`config.mk`:
```
export PLATFORM = sky130hd
export DESIGN_NAME = peak_oc_fault
export DESIGN_NICKNAME = d
export VERILOG_FILES = /design/src/hdl/peak_oc_pkg.sv /design/src/hdl/fault_timer.sv /design/src/hdl/peak_oc_fault.sv
export SDC_FILE = /design/constraint.sdc
export NUM_CORES = 1
export LEC_CHECK = 0
export BUFFER_PORTS_ARGS = -buffer_cell sky130_fd_sc_hd__buf_2
export CORE_UTILIZATION = 54
export DETAILED_ROUTE_END_ITERATION = 10
export GPL_ROUTABILITY_DRIVEN = 0
export PLACE_DENSITY = 0.73
export SETUP_SLACK_MARGIN = 0.02
export SLEW_MARGIN = 20
export SYNTH_ARGS = -nofsm -noshare
export SYNTH_HDL_FRONTEND = slang
export SYNTH_SLANG_ARGS = --single-unit
export TNS_END_PERCENT = 5
```
`constraint.sdc`:
```
create_clock -name i_clk -period 5.1 [get_ports i_clk]
set_input_delay 0.765 -clock i_clk [delete_from_list [all_inputs] [get_ports i_clk]]
set_output_delay 0.765 -clock i_clk [all_outputs]
set_load 0.005 [all_outputs]
```
`src/hdl/peak_oc_pkg.sv`:
```
package peak_oc_pkg;

  // ==========================================================================
  // Command codes and register reset values
  localparam logic [7:0]  CMD_PEAK_LIMIT      = 8'h46;
  localparam logic [7:0]  CMD_PEAK_REACTION   = 8'h47;
  localparam logic [15:0] PEAK_LIMIT_RESET    = 16'h0019;
  localparam logic [7:0]  PEAK_REACTION_RESET = 8'h80;

  // ==========================================================================
  // Field layout of the two-byte limit word
  localparam int          LIM_EXP_MSB  = 15;
  localparam int          LIM_EXP_LSB  = 11;
  localparam int          LIM_MAN_MSB  = 10;
  localparam int          LIM_MAN_LSB  = 0;
  localparam logic [4:0]  LIM_EXP_OK   = 5'h00;
  localparam logic [10:0] LIM_MAN_MIN  = 11'h001;
  localparam logic [10:0] LIM_MAN_MAX  = 11'h01f;

  // ==========================================================================
  // Field layout of the reaction byte
  localparam int         RSP_MODE_MSB  = 7;
  localparam int         RSP_MODE_LSB  = 6;
  localparam int         RSP_RETRY_MSB = 5;
  localparam int         RSP_RETRY_LSB = 3;
  localparam int         RSP_DLY_MSB   = 2;
  localparam int         RSP_DLY_LSB   = 0;
  localparam logic [2:0] RETRY_LATCH   = 3'h0;
  localparam logic [2:0] RETRY_HICCUP  = 3'h7;

  typedef enum logic [1:0] {
    MODE_IGNORE   = 2'h0,
    MODE_UV_ONLY  = 2'h1,
    MODE_DELAYED  = 2'h2,
    MODE_SHUTDOWN = 2'h3
  } resp_mode_t;

  // ==========================================================================
  // Status bit positions
  localparam int STATUS_IOUT_OC_BIT   = 7;
  localparam int STATUS_WORD_IOUT_BIT = 14;
  localparam int STATUS_BYTE_IOUT_BIT = 4;

  // ==========================================================================
  // Timing: delay codes are multiples of the 160 us base window
  localparam int CLK_MHZ        = 100;
  localparam int DELAY_UNIT_US  = 160;
  localparam int HICCUP_MS      = 1000;
  localparam int DELAY_UNIT_CYC = DELAY_UNIT_US * CLK_MHZ;
  localparam int HICCUP_CYC     = HICCUP_MS * 1000 * CLK_MHZ;
  localparam int TIMER_W        = 32;

endpackage

```
`src/hdl/fault_timer.sv`:
```
module fault_timer #(
  parameter int W = 32
) (
  input  wire logic         i_clk,
  input  wire logic         i_srst,
  input  wire logic         i_start,
  input  wire logic         i_run,
  input  wire logic [W-1:0] i_count,
  output logic              o_expired
);

  logic [W-1:0] cnt_q;
  logic [W-1:0] cnt_d;
  logic         exp_q;
  logic         exp_d;

  // ==========================================================================
  // Down counter, reloaded on start, stopped when not running
  always_comb begin
    cnt_d = cnt_q;
    exp_d = 1'b0;
    if (i_start) begin
      cnt_d = i_count;
    end else if (i_run && cnt_q != '0) begin
      cnt_d = cnt_q - 1'b1;
      exp_d = (cnt_q == {{(W-1){1'b0}}, 1'b1});
    end
  end

  always_ff @(posedge i_clk) begin
    if (i_srst) begin
      cnt_q <= '0;
      exp_q <= 1'b0;
    end else begin
      cnt_q <= cnt_d;
      exp_q <= exp_d;
    end
  end

  assign o_expired = exp_q;

endmodule

```
`src/hdl/peak_oc_fault.sv`:
```
// Overview of operation
// [RULE1] Limit is a two-byte word: 5-bit unsigned exponent, 11-bit mantissa.
// [RULE2] Peak high-side current above the limit raises the peak over-current fault.
// [RULE3] Limit spans 1 to 31 A in 1 A steps, reset value 0019.
// [RULE4] Exponent is fixed; a write with any other exponent flags invalid data.
// [RULE5] Only codes 0001 to 001F accepted; anything else flags invalid data.
// [RULE6] STORE_USER_ALL copies limit and reaction to nonvolatile storage.
// [RULE7] Fault sets IOUT status bits, STATUS_IOUT bit 7 and pulls alert low.
// [RULE8] Fault bit stays set until the fault-clear command.
// [RULE9] Reaction register resets to 80, latch-off.
// [RULE10] Mode 00: keep running, current held at the limit.
// [RULE11] Mode 01: keep running unless output under-voltage is detected.
// [RULE12] Mode 10: limit for the delay, then apply retry if still limiting.
// [RULE13] Mode 11: shut down at once, then apply retry.
// [RULE14] Retry 000: stay off until faults are cleared.
// [RULE15] Retry 111: hiccup every 1 s until commanded off, power lost or other fault.
// [RULE16] Retry codes 001 to 110 refused with an invalid data fault.
// [RULE17] Delay bits 2:0 pick 160 us up to 10.08 ms windows.
// [RULE18] Delay timer counts clocks, restarts on limit start, expires inside window.
module peak_oc_fault
  import peak_oc_pkg::*;
#(
  parameter int DLY_UNIT_CYC = DELAY_UNIT_CYC,
  parameter int HICCUP_CYCS  = HICCUP_CYC,
  parameter int SENSE_W      = 11
) (
  input  wire logic               i_clk,
  input  wire logic               i_srst,
  input  wire logic               i_cmd_wr,
  input  wire logic               i_cmd_rd,
  input  wire logic [7:0]         i_cmd_code,
  input  wire logic [15:0]        i_cmd_wdata,
  input  wire logic               i_clear_faults,
  input  wire logic               i_store_user_all,
  input  wire logic [SENSE_W-1:0] i_hs_peak_current,
  input  wire logic               i_output_undervoltage_detect,
  input  wire logic               i_enable_pin,
  input  wire logic               i_operation_on,
  input  wire logic               i_input_power_good,
  input  wire logic               i_other_fault_off,
  output logic [15:0]             o_cmd_rdata,
  output logic                    o_host_alert_out_n,
  output logic [7:0]              o_status_iout,
  output logic [15:0]             o_status_word,
  output logic [7:0]              o_status_byte,
  output logic                    o_invalid_data,
  output logic                    o_output_on,
  output logic                    o_current_limit,
  output logic [10:0]             o_limit_amps,
  output logic                    o_nvm_store,
  output logic [15:0]             o_nvm_limit,
  output logic [7:0]              o_nvm_reaction
);

  typedef enum logic [2:0] {
    ST_RUN,
    ST_LIMIT,
    ST_LATCHED,
    ST_HICCUP
  } prot_state_t;

  // ==========================================================================
  // Decoding helpers
  function automatic logic limit_ok(input logic [15:0] w);
    limit_ok = (w[LIM_EXP_MSB:LIM_EXP_LSB] == LIM_EXP_OK) &&
               (w[LIM_MAN_MSB:LIM_MAN_LSB] >= LIM_MAN_MIN) &&
               (w[LIM_MAN_MSB:LIM_MAN_LSB] <= LIM_MAN_MAX);
  endfunction

  function automatic logic reaction_ok(input logic [7:0] b);
    reaction_ok = (b[RSP_RETRY_MSB:RSP_RETRY_LSB] == RETRY_LATCH) ||
                  (b[RSP_RETRY_MSB:RSP_RETRY_LSB] == RETRY_HICCUP);
  endfunction

  function automatic logic [6:0] delay_mult(input logic [2:0] code);
    case (code)
      3'h0:    delay_mult = 7'h01;
      3'h1:    delay_mult = 7'h02;
      3'h2:    delay_mult = 7'h04;
      3'h3:    delay_mult = 7'h08;
      3'h4:    delay_mult = 7'h10;
      3'h5:    delay_mult = 7'h20;
      3'h6:    delay_mult = 7'h3c;
      default: delay_mult = 7'h3f;
    endcase
  endfunction

  // ==========================================================================
  // Two-flop synchronisers for pin-level inputs
  localparam int NSYNC = 4;
  logic [NSYNC-1:0] pin_raw;
  logic [NSYNC-1:0] sync1_q;
  logic [NSYNC-1:0] sync2_q;

  assign pin_raw = {i_other_fault_off, i_input_power_good, i_enable_pin, i_output_undervoltage_detect};

  generate
    for (genvar g = 0; g < NSYNC; g++) begin : g_sync
      always_ff @(posedge i_clk) begin
        if (i_srst) begin
          sync1_q[g] <= 1'b0;
          sync2_q[g] <= 1'b0;
        end else begin
          sync1_q[g] <= pin_raw[g];
          sync2_q[g] <= sync1_q[g];
        end
      end
    end
  endgenerate

  logic uv_s;
  logic en_s;
  logic pg_s;
  logic other_s;
  assign uv_s    = sync2_q[0];
  assign en_s    = sync2_q[1];
  assign pg_s    = sync2_q[2];
  assign other_s = sync2_q[3];

  // ==========================================================================
  // Registers and sticky flags
  logic [15:0] limit_q;
  logic [15:0] limit_d;
  logic [7:0]  react_q;
  logic [7:0]  react_d;
  logic        oc_flag_q;
  logic        oc_flag_d;
  logic        cml_q;
  logic        cml_d;
  logic [15:0] rdata_q;
  logic [15:0] rdata_d;
  logic        store_q;
  logic        store_d;
  logic [15:0] nvm_lim_q;
  logic [15:0] nvm_lim_d;
  logic [7:0]  nvm_rsp_q;
  logic [7:0]  nvm_rsp_d;
  logic        over;
  logic        wr_lim;
  logic        wr_rsp;

  assign wr_lim = i_cmd_wr && (i_cmd_code == CMD_PEAK_LIMIT);
  assign wr_rsp = i_cmd_wr && (i_cmd_code == CMD_PEAK_REACTION);
  assign over   = i_hs_peak_current > SENSE_W'(limit_q[LIM_MAN_MSB:LIM_MAN_LSB]); // [RULE2]

  // Next values for the command registers, flags and storage copy
  always_comb begin
    limit_d   = limit_q;
    react_d   = react_q;
    cml_d     = cml_q;
    rdata_d   = rdata_q;
    store_d   = 1'b0;
    nvm_lim_d = nvm_lim_q;
    nvm_rsp_d = nvm_rsp_q;
    // Clear first, so a refused write in the same cycle still sets the flag
    if (i_clear_faults) begin
      cml_d = 1'b0;
    end
    if (wr_lim) begin
      if (limit_ok(i_cmd_wdata)) begin // [RULE1] [RULE3] [RULE4] [RULE5]
        limit_d = i_cmd_wdata;
      end else begin
        cml_d = 1'b1; // [RULE4] [RULE5]
      end
    end
    if (wr_rsp) begin
      if (reaction_ok(i_cmd_wdata[7:0])) begin
        react_d = i_cmd_wdata[7:0];
      end else begin
        cml_d = 1'b1; // [RULE16]
      end
    end
    if (i_cmd_rd) begin
      unique case (i_cmd_code)
        CMD_PEAK_LIMIT:    rdata_d = limit_q;
        CMD_PEAK_REACTION: rdata_d = {8'h00, react_q};
        default:           rdata_d = 16'h0000;
      endcase
    end
    if (i_store_user_all) begin
      store_d   = 1'b1; // [RULE6]
      nvm_lim_d = limit_q;
      nvm_rsp_d = react_q;
    end
    oc_flag_d = over || (oc_flag_q && !i_clear_faults); // [RULE8]
  end

  always_ff @(posedge i_clk) begin
    if (i_srst) begin
      limit_q   <= PEAK_LIMIT_RESET; // [RULE3]
      react_q   <= PEAK_REACTION_RESET; // [RULE9]
      oc_flag_q <= 1'b0;
      cml_q     <= 1'b0;
      rdata_q   <= 16'h0000;
      store_q   <= 1'b0;
      nvm_lim_q <= PEAK_LIMIT_RESET;
      nvm_rsp_q <= PEAK_REACTION_RESET;
    end else begin
      limit_q   <= limit_d;
      react_q   <= react_d;
      oc_flag_q <= oc_flag_d;
      cml_q     <= cml_d;
      rdata_q   <= rdata_d;
      store_q   <= store_d;
      nvm_lim_q <= nvm_lim_d;
      nvm_rsp_q <= nvm_rsp_d;
    end
  end

  // ==========================================================================
  // Protection state machine
  prot_state_t st_q;
  prot_state_t st_d;
  resp_mode_t  mode;
  logic [2:0]  retry;
  logic        cmd_off;
  logic        dly_start;
  logic        dly_exp;
  logic        hic_start;
  logic        hic_exp;
  logic        on_q;
  logic        on_d;
  logic        lim_q;
  logic        lim_d;
  logic [TIMER_W-1:0] dly_count;

  assign mode    = resp_mode_t'(react_q[RSP_MODE_MSB:RSP_MODE_LSB]);
  assign retry   = react_q[RSP_RETRY_MSB:RSP_RETRY_LSB];
  assign cmd_off = !en_s || !i_operation_on || !pg_s || other_s;
  assign dly_count = TIMER_W'(DLY_UNIT_CYC) * TIMER_W'(delay_mult(react_q[RSP_DLY_MSB:RSP_DLY_LSB])); // [RULE17]

  // Next state, timer starts and output controls
  always_comb begin
    st_d      = st_q;
    dly_start = 1'b0;
    hic_start = 1'b0;
    unique case (st_q)
      ST_RUN: begin
        if (over) begin
          unique case (mode)
            MODE_IGNORE:   st_d = ST_RUN; // [RULE10]
            MODE_UV_ONLY:  st_d = uv_s ? ST_LATCHED : ST_RUN; // [RULE11]
            MODE_DELAYED: begin
              st_d      = ST_LIMIT; // [RULE12]
              dly_start = 1'b1; // [RULE18]
            end
            MODE_SHUTDOWN: st_d = ST_LATCHED; // [RULE13]
          endcase
        end
      end
      ST_LIMIT: begin
        if (!over) begin
          st_d = ST_RUN;
        end else if (dly_exp) begin
          st_d = ST_LATCHED; // [RULE12]
        end
      end
      ST_LATCHED: begin
        if (retry == RETRY_HICCUP && !cmd_off) begin
          st_d      = ST_HICCUP; // [RULE15]
          hic_start = 1'b1;
        end else if (i_clear_faults && !over) begin
          st_d = ST_RUN; // [RULE14]
        end
      end
      ST_HICCUP: begin
        if (cmd_off) begin
          st_d = ST_LATCHED; // [RULE15]
        end else if (hic_exp) begin
          st_d = ST_RUN;
        end
      end
      default: st_d = ST_LATCHED;
    endcase
    // Hiccup retries pause while the part is commanded off and resume once it is released
    if (st_q == ST_LATCHED && cmd_off && retry == RETRY_HICCUP) begin
      st_d = (i_clear_faults && !over) ? ST_RUN : ST_LATCHED;
    end
    on_d  = (st_d == ST_RUN) || (st_d == ST_LIMIT);
    lim_d = over && on_d && (mode == MODE_IGNORE || mode == MODE_UV_ONLY || mode == MODE_DELAYED); // [RULE10]
  end

  always_ff @(posedge i_clk) begin
    if (i_srst) begin
      st_q  <= ST_RUN;
      on_q  <= 1'b1;
      lim_q <= 1'b0;
    end else begin
      st_q  <= st_d;
      on_q  <= on_d;
      lim_q <= lim_d;
    end
  end

  // ==========================================================================
  // Current-limit delay and hiccup timers
  fault_timer #(
    .W (TIMER_W)
  ) u_delay (
    .i_clk     (i_clk),
    .i_srst    (i_srst),
    .i_start   (dly_start),
    .i_run     (st_q == ST_LIMIT),
    .i_count   (dly_count),
    .o_expired (dly_exp)
  );

  fault_timer #(
    .W (TIMER_W)
  ) u_hiccup (
    .i_clk     (i_clk),
    .i_srst    (i_srst),
    .i_start   (hic_start),
    .i_run     (st_q == ST_HICCUP),
    .i_count   (TIMER_W'(HICCUP_CYCS)),
    .o_expired (hic_exp)
  );

  // ==========================================================================
  // Outputs
  always_comb begin
    o_status_iout                     = 8'h00;
    o_status_word                     = 16'h0000;
    o_status_byte                     = 8'h00;
    o_status_iout[STATUS_IOUT_OC_BIT] = oc_flag_q; // [RULE7]
    o_status_word[STATUS_WORD_IOUT_BIT] = oc_flag_q;
    o_status_byte[STATUS_BYTE_IOUT_BIT] = oc_flag_q;
  end

  assign o_host_alert_out_n = !(oc_flag_q || cml_q); // [RULE7]
  assign o_cmd_rdata        = rdata_q;
  assign o_invalid_data     = cml_q;
  assign o_output_on        = on_q;
  assign o_current_limit    = lim_q;
  assign o_limit_amps       = limit_q[LIM_MAN_MSB:LIM_MAN_LSB];
  assign o_nvm_store        = store_q;
  assign o_nvm_limit        = nvm_lim_q;
  assign o_nvm_reaction     = nvm_rsp_q;

endmodule

```
==> summary.md, run 1 <==
| Metric | Value |
|---|---|
| Vias in the first global route | between 5000 and 6000 |
| CTS HTree Levels | 4 |
| Final Hold Viols | 0 |
| Post-synth EDFFs | 0 |
| FF-to-FF End | u_delay.cnt_q[17]$_SDFFE_PP0P_ |
| Total GRT Usage | 24.2% |
| Core area | 13900 um2 |
| Drt initial violations | 326 |
| Io pins | 134 |
| Largest net degree at the start of global routing | 90 |
| Fmax achieved | roughly 250 MHz |
| Most frequent cells in the layout | dfxtp_1, nor2_1, buf_2 |
| Slowest cell on the critical path | fa_1 |
| Pre-CTS WS | 1.07 ns |
| Cells after Synth | 896 |
| Post-DP HPWL | around 12 mm |
| Dominant delay contributor by cell family on the critical path | adder cells |
| Slew HR | 28.0% |
| Sw frac | roughly a quarter |
| Worst hold path depth | 1 |
| Tmin final | slightly above 4 ns |
| CTS hold repair buffers | 0 |
| Worst Path Required | about 5.4 ns |
| Setup_tns | 0 ns |
| Gate power share | 7.5% |
| Rows | 43 |
| DR WL/cell | about 15 um |
| Resized cells post-CTS | 0 |
| Die area | 14900 um2 |
| Status | completed |
| Layout cells sized above 1 | between 15 and 20% |
| Crit path max fanout | 15 |
| Post-CTS Setup Repair Bufs | 0 |
| Routed vias | 6396 |
| R2R Setup Slk | 1.06 ns |
| Max clock buf depth | 2 |
| Clk sinks | 146 |
| First-pass GRT wire length | 28.3 mm |
| Root buffer cell | clkbuf_16 |
| Synth warnings | 0 |
| Clock latency on the worst-skew pair | 0.43 ns |
| Worst-case hold slack | between 0.4 and 0.5 ns |
| Initial antenna violation count | 1 |
| DR pass1 iterations | 5 |
| Period utilisation layout | 79.2% |
| Seq pwr share | 44.1% |
| Clk_skew | 0.00877 ns |
| Worst hold start | sync1_q[1]$_SDFF_PP0_ |
| Syn-to-layout area delta | 12.9% |
| Total CTS buffers | 17 |
| Post-Syn Area | 7760 um2 |
| GR Overflow Total | 0 |
| NumNets Final | 1063 |
| Sequential area share after synthesis | 37.7% |
| Via density | 5.52 |
| Ant. Diodes | 0 |
| Die Wd | 122 um |
| Peak supply drop | 0.000234 V |
| PD cells | 303 nW/um2 |
| Total Wirelength | between 15 and 20 mm |
| Worst setup path class | flop to flop |
| CP Launch Type | flop |
| Max_cap viols | 0 |
| Final ANT Viol Nets | 0 |
| Synth Flop Type | dfxtp_1 |
| Net Sw Power | 652 uW |
| WP buf/inv | 0 |
| FF+latch count, synth | 146 |
| Post-synth ARST share | 0% |
| Drt drc | 0 |
| Initial Util | a little under three fifths |
| Worst Reg2Reg Path Length in Cells | 12 |
| Final worst setup slack | 1.06 ns |
| Leakage | 0.00372 uW |
| RR Startpoint | react_q[2]$_SDFFE_PP0P_ |
| Most common cell after layout, fill and taps aside | dfxtp_1 |
| Worst-Margin Slew | 1.07 ns |
| Worst Setup End Kind | flop |
| Distinct cells, synth | 65 |
| CTS tree | yes |
| CP dominant cell by count | ha_1 |
| Worst Hold End | en_s$_SDFF_PP0_ |
| Clock transition at path regs | 0.06 ns |
| Setup violations, final | 0 |
| Crit path arrival time | around 4.4 ns |
| Crit-path max cell delay | 0.56 ns |
| Max Slew Vio Count | 0 |
| Clock power frac | between 40% and 50% |
| Vert. Die Dim | approximately 120 um |
| Internal Power | 2000 uW |
| RSZ-0062 raised after global routing | false |
| Worst Hold Class | flop to flop |
| Crit path cell chain | or2_2 > o21ai_0 > fa_1 > ha_1 > fa_1 > ha_1 > ha_1 > o21bai_1 > o2111a_1 > o21ai_0 > xnor2_1 > a221oi_2 |
| Avg Inst Size Synth | 8.66 um2 |
| PortBufs | 104 |
-- logic make-up (layout without fill, tap and decap cells) --
logic type | count (synthesis) | in the layout | share of synthesized area (%)
mux | 36 | 36 | 4.69
other cells | 1 | 30 | 0.0483
buf+inv | 123 | 177 | 8.14
simple gates | 354 | 354 | 23.6
xor+xnor | 54 | 54 | 6.09
fa+ha+maj | 51 | 51 | 9.09
compound gates | 131 | 131 | 10.6
flops | 146 | 146 | 37.7
-- metrics by stage --
| stage | cells | power, uW | cell area [um2] | utilization (%) |
|---|---|---|---|---|
| global placement | 1127 | 1390 | 8150 | 58.5 |
| detailed placement | 1127 | 1390 | 8150 | 58.5 |
| finish | 1159 | 2660 | 8760 | 62.9 |
| global route | 1159 | 2750 | 8760 | 62.9 |
| floorplan | 925 | 1350 | 7870 | - |
| CTS | 1159 | 2670 | 8760 | 62.9 |
-- worst max-delay path by stage --
stage,startpoint,end,slack (ns),cells after the start
6_report,react_q[2]$_SDFFE_PP0P_,u_delay.cnt_q[17]$_SDFFE_PP0P_,1.06,12
5_1_grt,react_q[2]$_SDFFE_PP0P_,u_delay.cnt_q[20]$_SDFFE_PP0P_,0.76,14
4_1_cts,react_q[2]$_SDFFE_PP0P_,u_delay.cnt_q[19]$_SDFFE_PP0P_,1.06,13
3_5_place_dp,react_q[2]$_SDFFE_PP0P_,u_delay.cnt_q[19]$_SDFFE_PP0P_,1.07,13
3_3_place_gp,react_q[2]$_SDFFE_PP0P_,u_delay.cnt_q[19]$_SDFFE_PP0P_,1.16,13
2_1_floorplan,react_q[2]$_SDFFE_PP0P_,u_delay.cnt_q[18]$_SDFFE_PP0P_,0.96,14
-- worst register-to-register path: cells and delay by family, from the launching register on --
| family | cells | cell delay [ns] |
|---|---|---|
| compound gates | 5 | 1.23 |
| xor+xnor | 1 | 0.16 |
| fa+ha+maj | 5 | 1.79 |
| flops | 1 | 0.44 |
| simple gates | 1 | 0.34 |
-- power by group through the flow --
stage | clock network [uW] | logic [uW] | registers (uW)
floorplan | 0 | 163 | 1190
global placement | 0 | 196 | 1190
detailed placement | 0 | 197 | 1200
CTS | 1310 | 198 | 1170
global route | 1350 | 223 | 1170
finish | 1290 | 199 | 1170
-- Yosys cell counts, drive strengths merged, types with 13 or more instances --
cell type,instances,area [um2]
nor4,24,186
nand2,51,191
nor3,28,140
o211ai,14,105
o21ai,19,95.1
dfxtp,146,2920
xor2,28,245
or3,14,87.6
inv,39,146
clkbuf,34,128
nor2b,26,163
a21oi,53,265
nor2,118,443
buf,50,358
mux2i,33,330
or4,13,101
nand3,26,130
xnor2,26,228
ha,42,526
-- flip-flops by register name (all words and copies together) (netlist names), 4 cells and up --
| signal | count |
|---|---|
| u_delay.cnt_q | 32 |
| u_hiccup.cnt_q | 32 |
| limit_q | 16 |
| o_cmd_rdata | 16 |
| o_nvm_limit | 16 |
| o_nvm_reaction | 8 |
| react_q | 8 |
| sync1_q | 4 |
-- per-layer routing --
layer / part of all wire [%] / track usage [%]
met4: 1.6 / 7.25
met1: 46 / 31.0
met2: 48 / 39.9
met5: 0.076 / 0
met3: 4.7 / 5.99
-- cell type report --
type / count / area [um2]
Sequential cell: 146 / 2920
Clock buffer: 18 / 429
Timing Repair Buffer: 106 / 536
Multi-Input combinational cell: 656 / 4320
Fill cell: 1181 / 5170
Inverter: 39 / 146
Clock inverter: 14 / 184
Tap cell: 180 / 225
Note: power is estimated with default switching activity, not from simulation.
==> inputs of run 2 (changes only) <==
--- a/config.mk
+++ b/config.mk
@@ -6,7 +6,7 @@
 export NUM_CORES = 1
 export LEC_CHECK = 0
 export BUFFER_PORTS_ARGS = -buffer_cell sky130_fd_sc_hd__buf_2
-export CORE_UTILIZATION = 54
+export CORE_UTILIZATION = 51
 export DETAILED_ROUTE_END_ITERATION = 10
 export GPL_ROUTABILITY_DRIVEN = 0
 export PLACE_DENSITY = 0.73
==> constraint.sdc (replaced) <==
create_clock -name i_clk -period 3.25 [get_ports i_clk]
set_input_delay 0.4875 -clock i_clk [delete_from_list [all_inputs] [get_ports i_clk]]
set_output_delay 0.4875 -clock i_clk [all_outputs]
set_load 0.005 [all_outputs]
==> run 2 against run 1 <==
The flow now finishes with violations (DRC, setup timing). Sequential cell count unchanged. Cell area increased by 4.0%. Sequential share of layout area is 1.2 points lower.
==> summary.md, run 2 (synthesis results as in run 1) <==
| Metric | Value |
|---|---|
| Status | complete, but fails checks |
| Failing checks | DRC, setup timing |
| Max Slew Vio Count | 0 (unchanged) |
| Crit-path max cell delay | 0.52 ns (-0.04 ns) |
| NumNets Final | 1091 (+2.6%) |
| Fmax achieved | 302 MHz (+22%) |
| Worst Setup End Kind | flop |
| Largest net degree at the start of global routing | 64 (-29%) |
| Syn-to-layout area delta | 17.5% |
| Total GRT Usage | 23.1% (-1.1 points) |
| Drt initial violations | 428 (+31%) |
| First-pass GRT wire length | 29.4 mm (+3.9%) |
| Io pins | 134 (unchanged) |
| Initial Util | 52.8% (-2.9 points) |
| Vert. Die Dim | 125 um (+2.9%) |
| Clock transition at path regs | 0.07 ns (about the same) |
| Final Non-Filler Cells | 1191 (+2.8%) |
| CTS HTree Levels | 4 (unchanged) |
| Tmin final | 3.31 ns (-0.726 ns) |
| Drt drc | 7 (+7) |
| Ant. Diodes | 0 (unchanged) |
| Clk sinks | 146 (unchanged) |
| Root buffer cell | clkbuf_16 |
| Setup_tns | -0.174 ns (-0.174 ns) |
| Peak supply drop | 0.000399 V (+70%) |
| Slowest cell on the critical path | fa_1 |
| Crit path arrival time | 3.59 ns (-0.78 ns) |
| Max clock buf depth | 2 (unchanged) |
| Largest regs | u_delay.cnt_q: 32 flops, u_hiccup.cnt_q: 32 flops |
| Crit path max fanout | 5 (-10) |
| Die area | 15700 um2 (+5.8%) |
| Final worst setup slack | -0.0639 ns (-1.12 ns) |
| PD cells | 443 nW/um2 (+46%) |
| GR Overflow Total | 0 (unchanged) |
| CTS tree | yes |
| Setup violations, final | 4 (+4) |
| Total Wirelength | 17.7 mm (+3.4%) |
| Slew HR | 38.0% (+10 points) |
| Most frequent cells in the layout | dfxtp_1, nor2_1, buf_2 |
| Core area | 14700 um2 (+5.5%) |
| Routed vias | 6505 (+1.7%) |
| Layout cells sized above 1 | 21.1% (+5.3 points) |
| Clk_skew | 0.00916 ns (+0.000391 ns) |
| Total CTS buffers | 17 (unchanged) |
| Most common cell after layout, fill and taps aside | dfxtp_1 |
| Post-DP HPWL | 12.7 mm (+5.4%) |
| Worst Hold Class | input pin to flop |
| RSZ-0062 raised after global routing | true |
| Via density | 5.46 (-1.0%) |
| CP Launch Type | flop |
| CP dominant cell by count | fa_1 |
| DR WL/cell | 14.9 um (+0.58%) |
| Post-CTS Setup Repair Bufs | 0 (unchanged) |
| Fin util | 62.0% (-0.86 points) |
| Worst-case hold slack | 0.270 ns (-0.164 ns) |
| Period utilisation layout | 102% (+23 points) |
| DP Cell Count | 1159 (+2.8%) |
| Final Hold Viols | 0 (unchanged) |
| Vias in the first global route | 6038 (+3.3%) |
| CTS hold repair buffers | 0 (unchanged) |
| Crit path cell chain | buf_6 > o21a_4 > fa_1 > inv_2 > fa_1 > fa_1 > inv_2 > ha_4 > o21a_1 > o21ai_2 > nor2_1 > o211ai_1 > a41oi_1 |
| Die Wd | 125 um (+2.9%) |
| PortBufs | 104 (unchanged) |
| Final ANT Viol Nets | 0 (unchanged) |
| DR pass1 iterations | 8 (+3) |
| Initial antenna violation count | 0 (-1) |
| Leakage | 0.00387 uW (+3.8%) |
| Clock latency on the worst-skew pair | 0.43 ns (about the same) |
| Max_cap viols | 0 (unchanged) |
| Worst-Margin Slew | 0.924 ns (-0.151 ns) |
| Pre-CTS WS | -0.175 ns (-1.25 ns) |
| Worst Path Required | 3.53 ns (-1.90 ns) |
| Rows | 44 (+2.3%) |
| Worst setup path class | flop to flop |
run 2: cell count changes in the layout (fill, tap and decap cells not counted), moves of 5 or more:
cell / delta
ha_1: -5
buf_4: +26
inv_2: +5
inv_1: -5
inv_6: +5
run 2: per-layer routing:
metal / track usage, % / routed length, um / up-vias / part of all wire (%)
li1: - / - / 3245 / -
met1: 31.0 / 8500 / 3076 / 48
met2: 38.0 / 8320 / 169 / 47
met3: 4.49 / 706 / 15 / 4.0
met4: 6.31 / 182 / 0 / 1.0
met5: 0 / 0 / - / 0
run 2: cell type report:
class / instances / area, um2
clock buffers: 18 / 439
clock inverters: 14 / 136
fillers: 1247 / 5580
inverters: 39 / 146
multi-input cells: 656 / 4480
flip-flops and latches: 146 / 2930
well taps: 184 / 230
repair buffers: 134 / 753
run 2: what timing repair did:
action / CTS / global route
endpoints found under the hold margin: 0 / 0
pin swaps: 10 / 7
gates cloned: 0 / 0
setup endpoints to repair: 6 / 7
gates resized for setup: 10 / 3
run 2: path summary, 6_finish.rpt:
path	start	to	slack, ns	depth (start not counted)
setup / recovery	react_q[1]$_SDFFE_PP0P_	u_delay.cnt_q[20]$_SDFFE_PP0P_	-0.06	13
hold / removal	i_enable_pin	sync1_q[1]$_SDFF_PP0_	0.27	2
setup reg to reg	react_q[1]$_SDFFE_PP0P_	u_delay.cnt_q[20]$_SDFFE_PP0P_	-0.06	13
hold reg to reg	sync1_q[0]$_SDFF_PP0_	uv_s$_SDFF_PP0_	0.43	1
run 2: through the flow:
stage	instance area [um2]	total power, uW
finish	9120	4040
CTS	9100	4060
global route	9120	4180
floorplan	8020	2120
detailed placement	8480	2190
global placement	8480	2190
run 2: critical path, delay by kind of cell, from the launching register on:
| kind | cells | cell delay [ns] |
|---|---|---|
| and+or+nand+nor | 1 | 0.07 |
| buffers and inverters | 3 | 0.23 |
| AOI/OAI and AO/OA | 5 | 0.83 |
| DFF | 1 | 0.34 |
| adders and majority gates | 4 | 1.68 |
run 2: where the power goes:
part	internal [uW]	total [uW]	switching (uW)
sequential	1810	1830	22.1
clock	1030	1880	853
combinational	115	322	207
total	2960	4040	1080
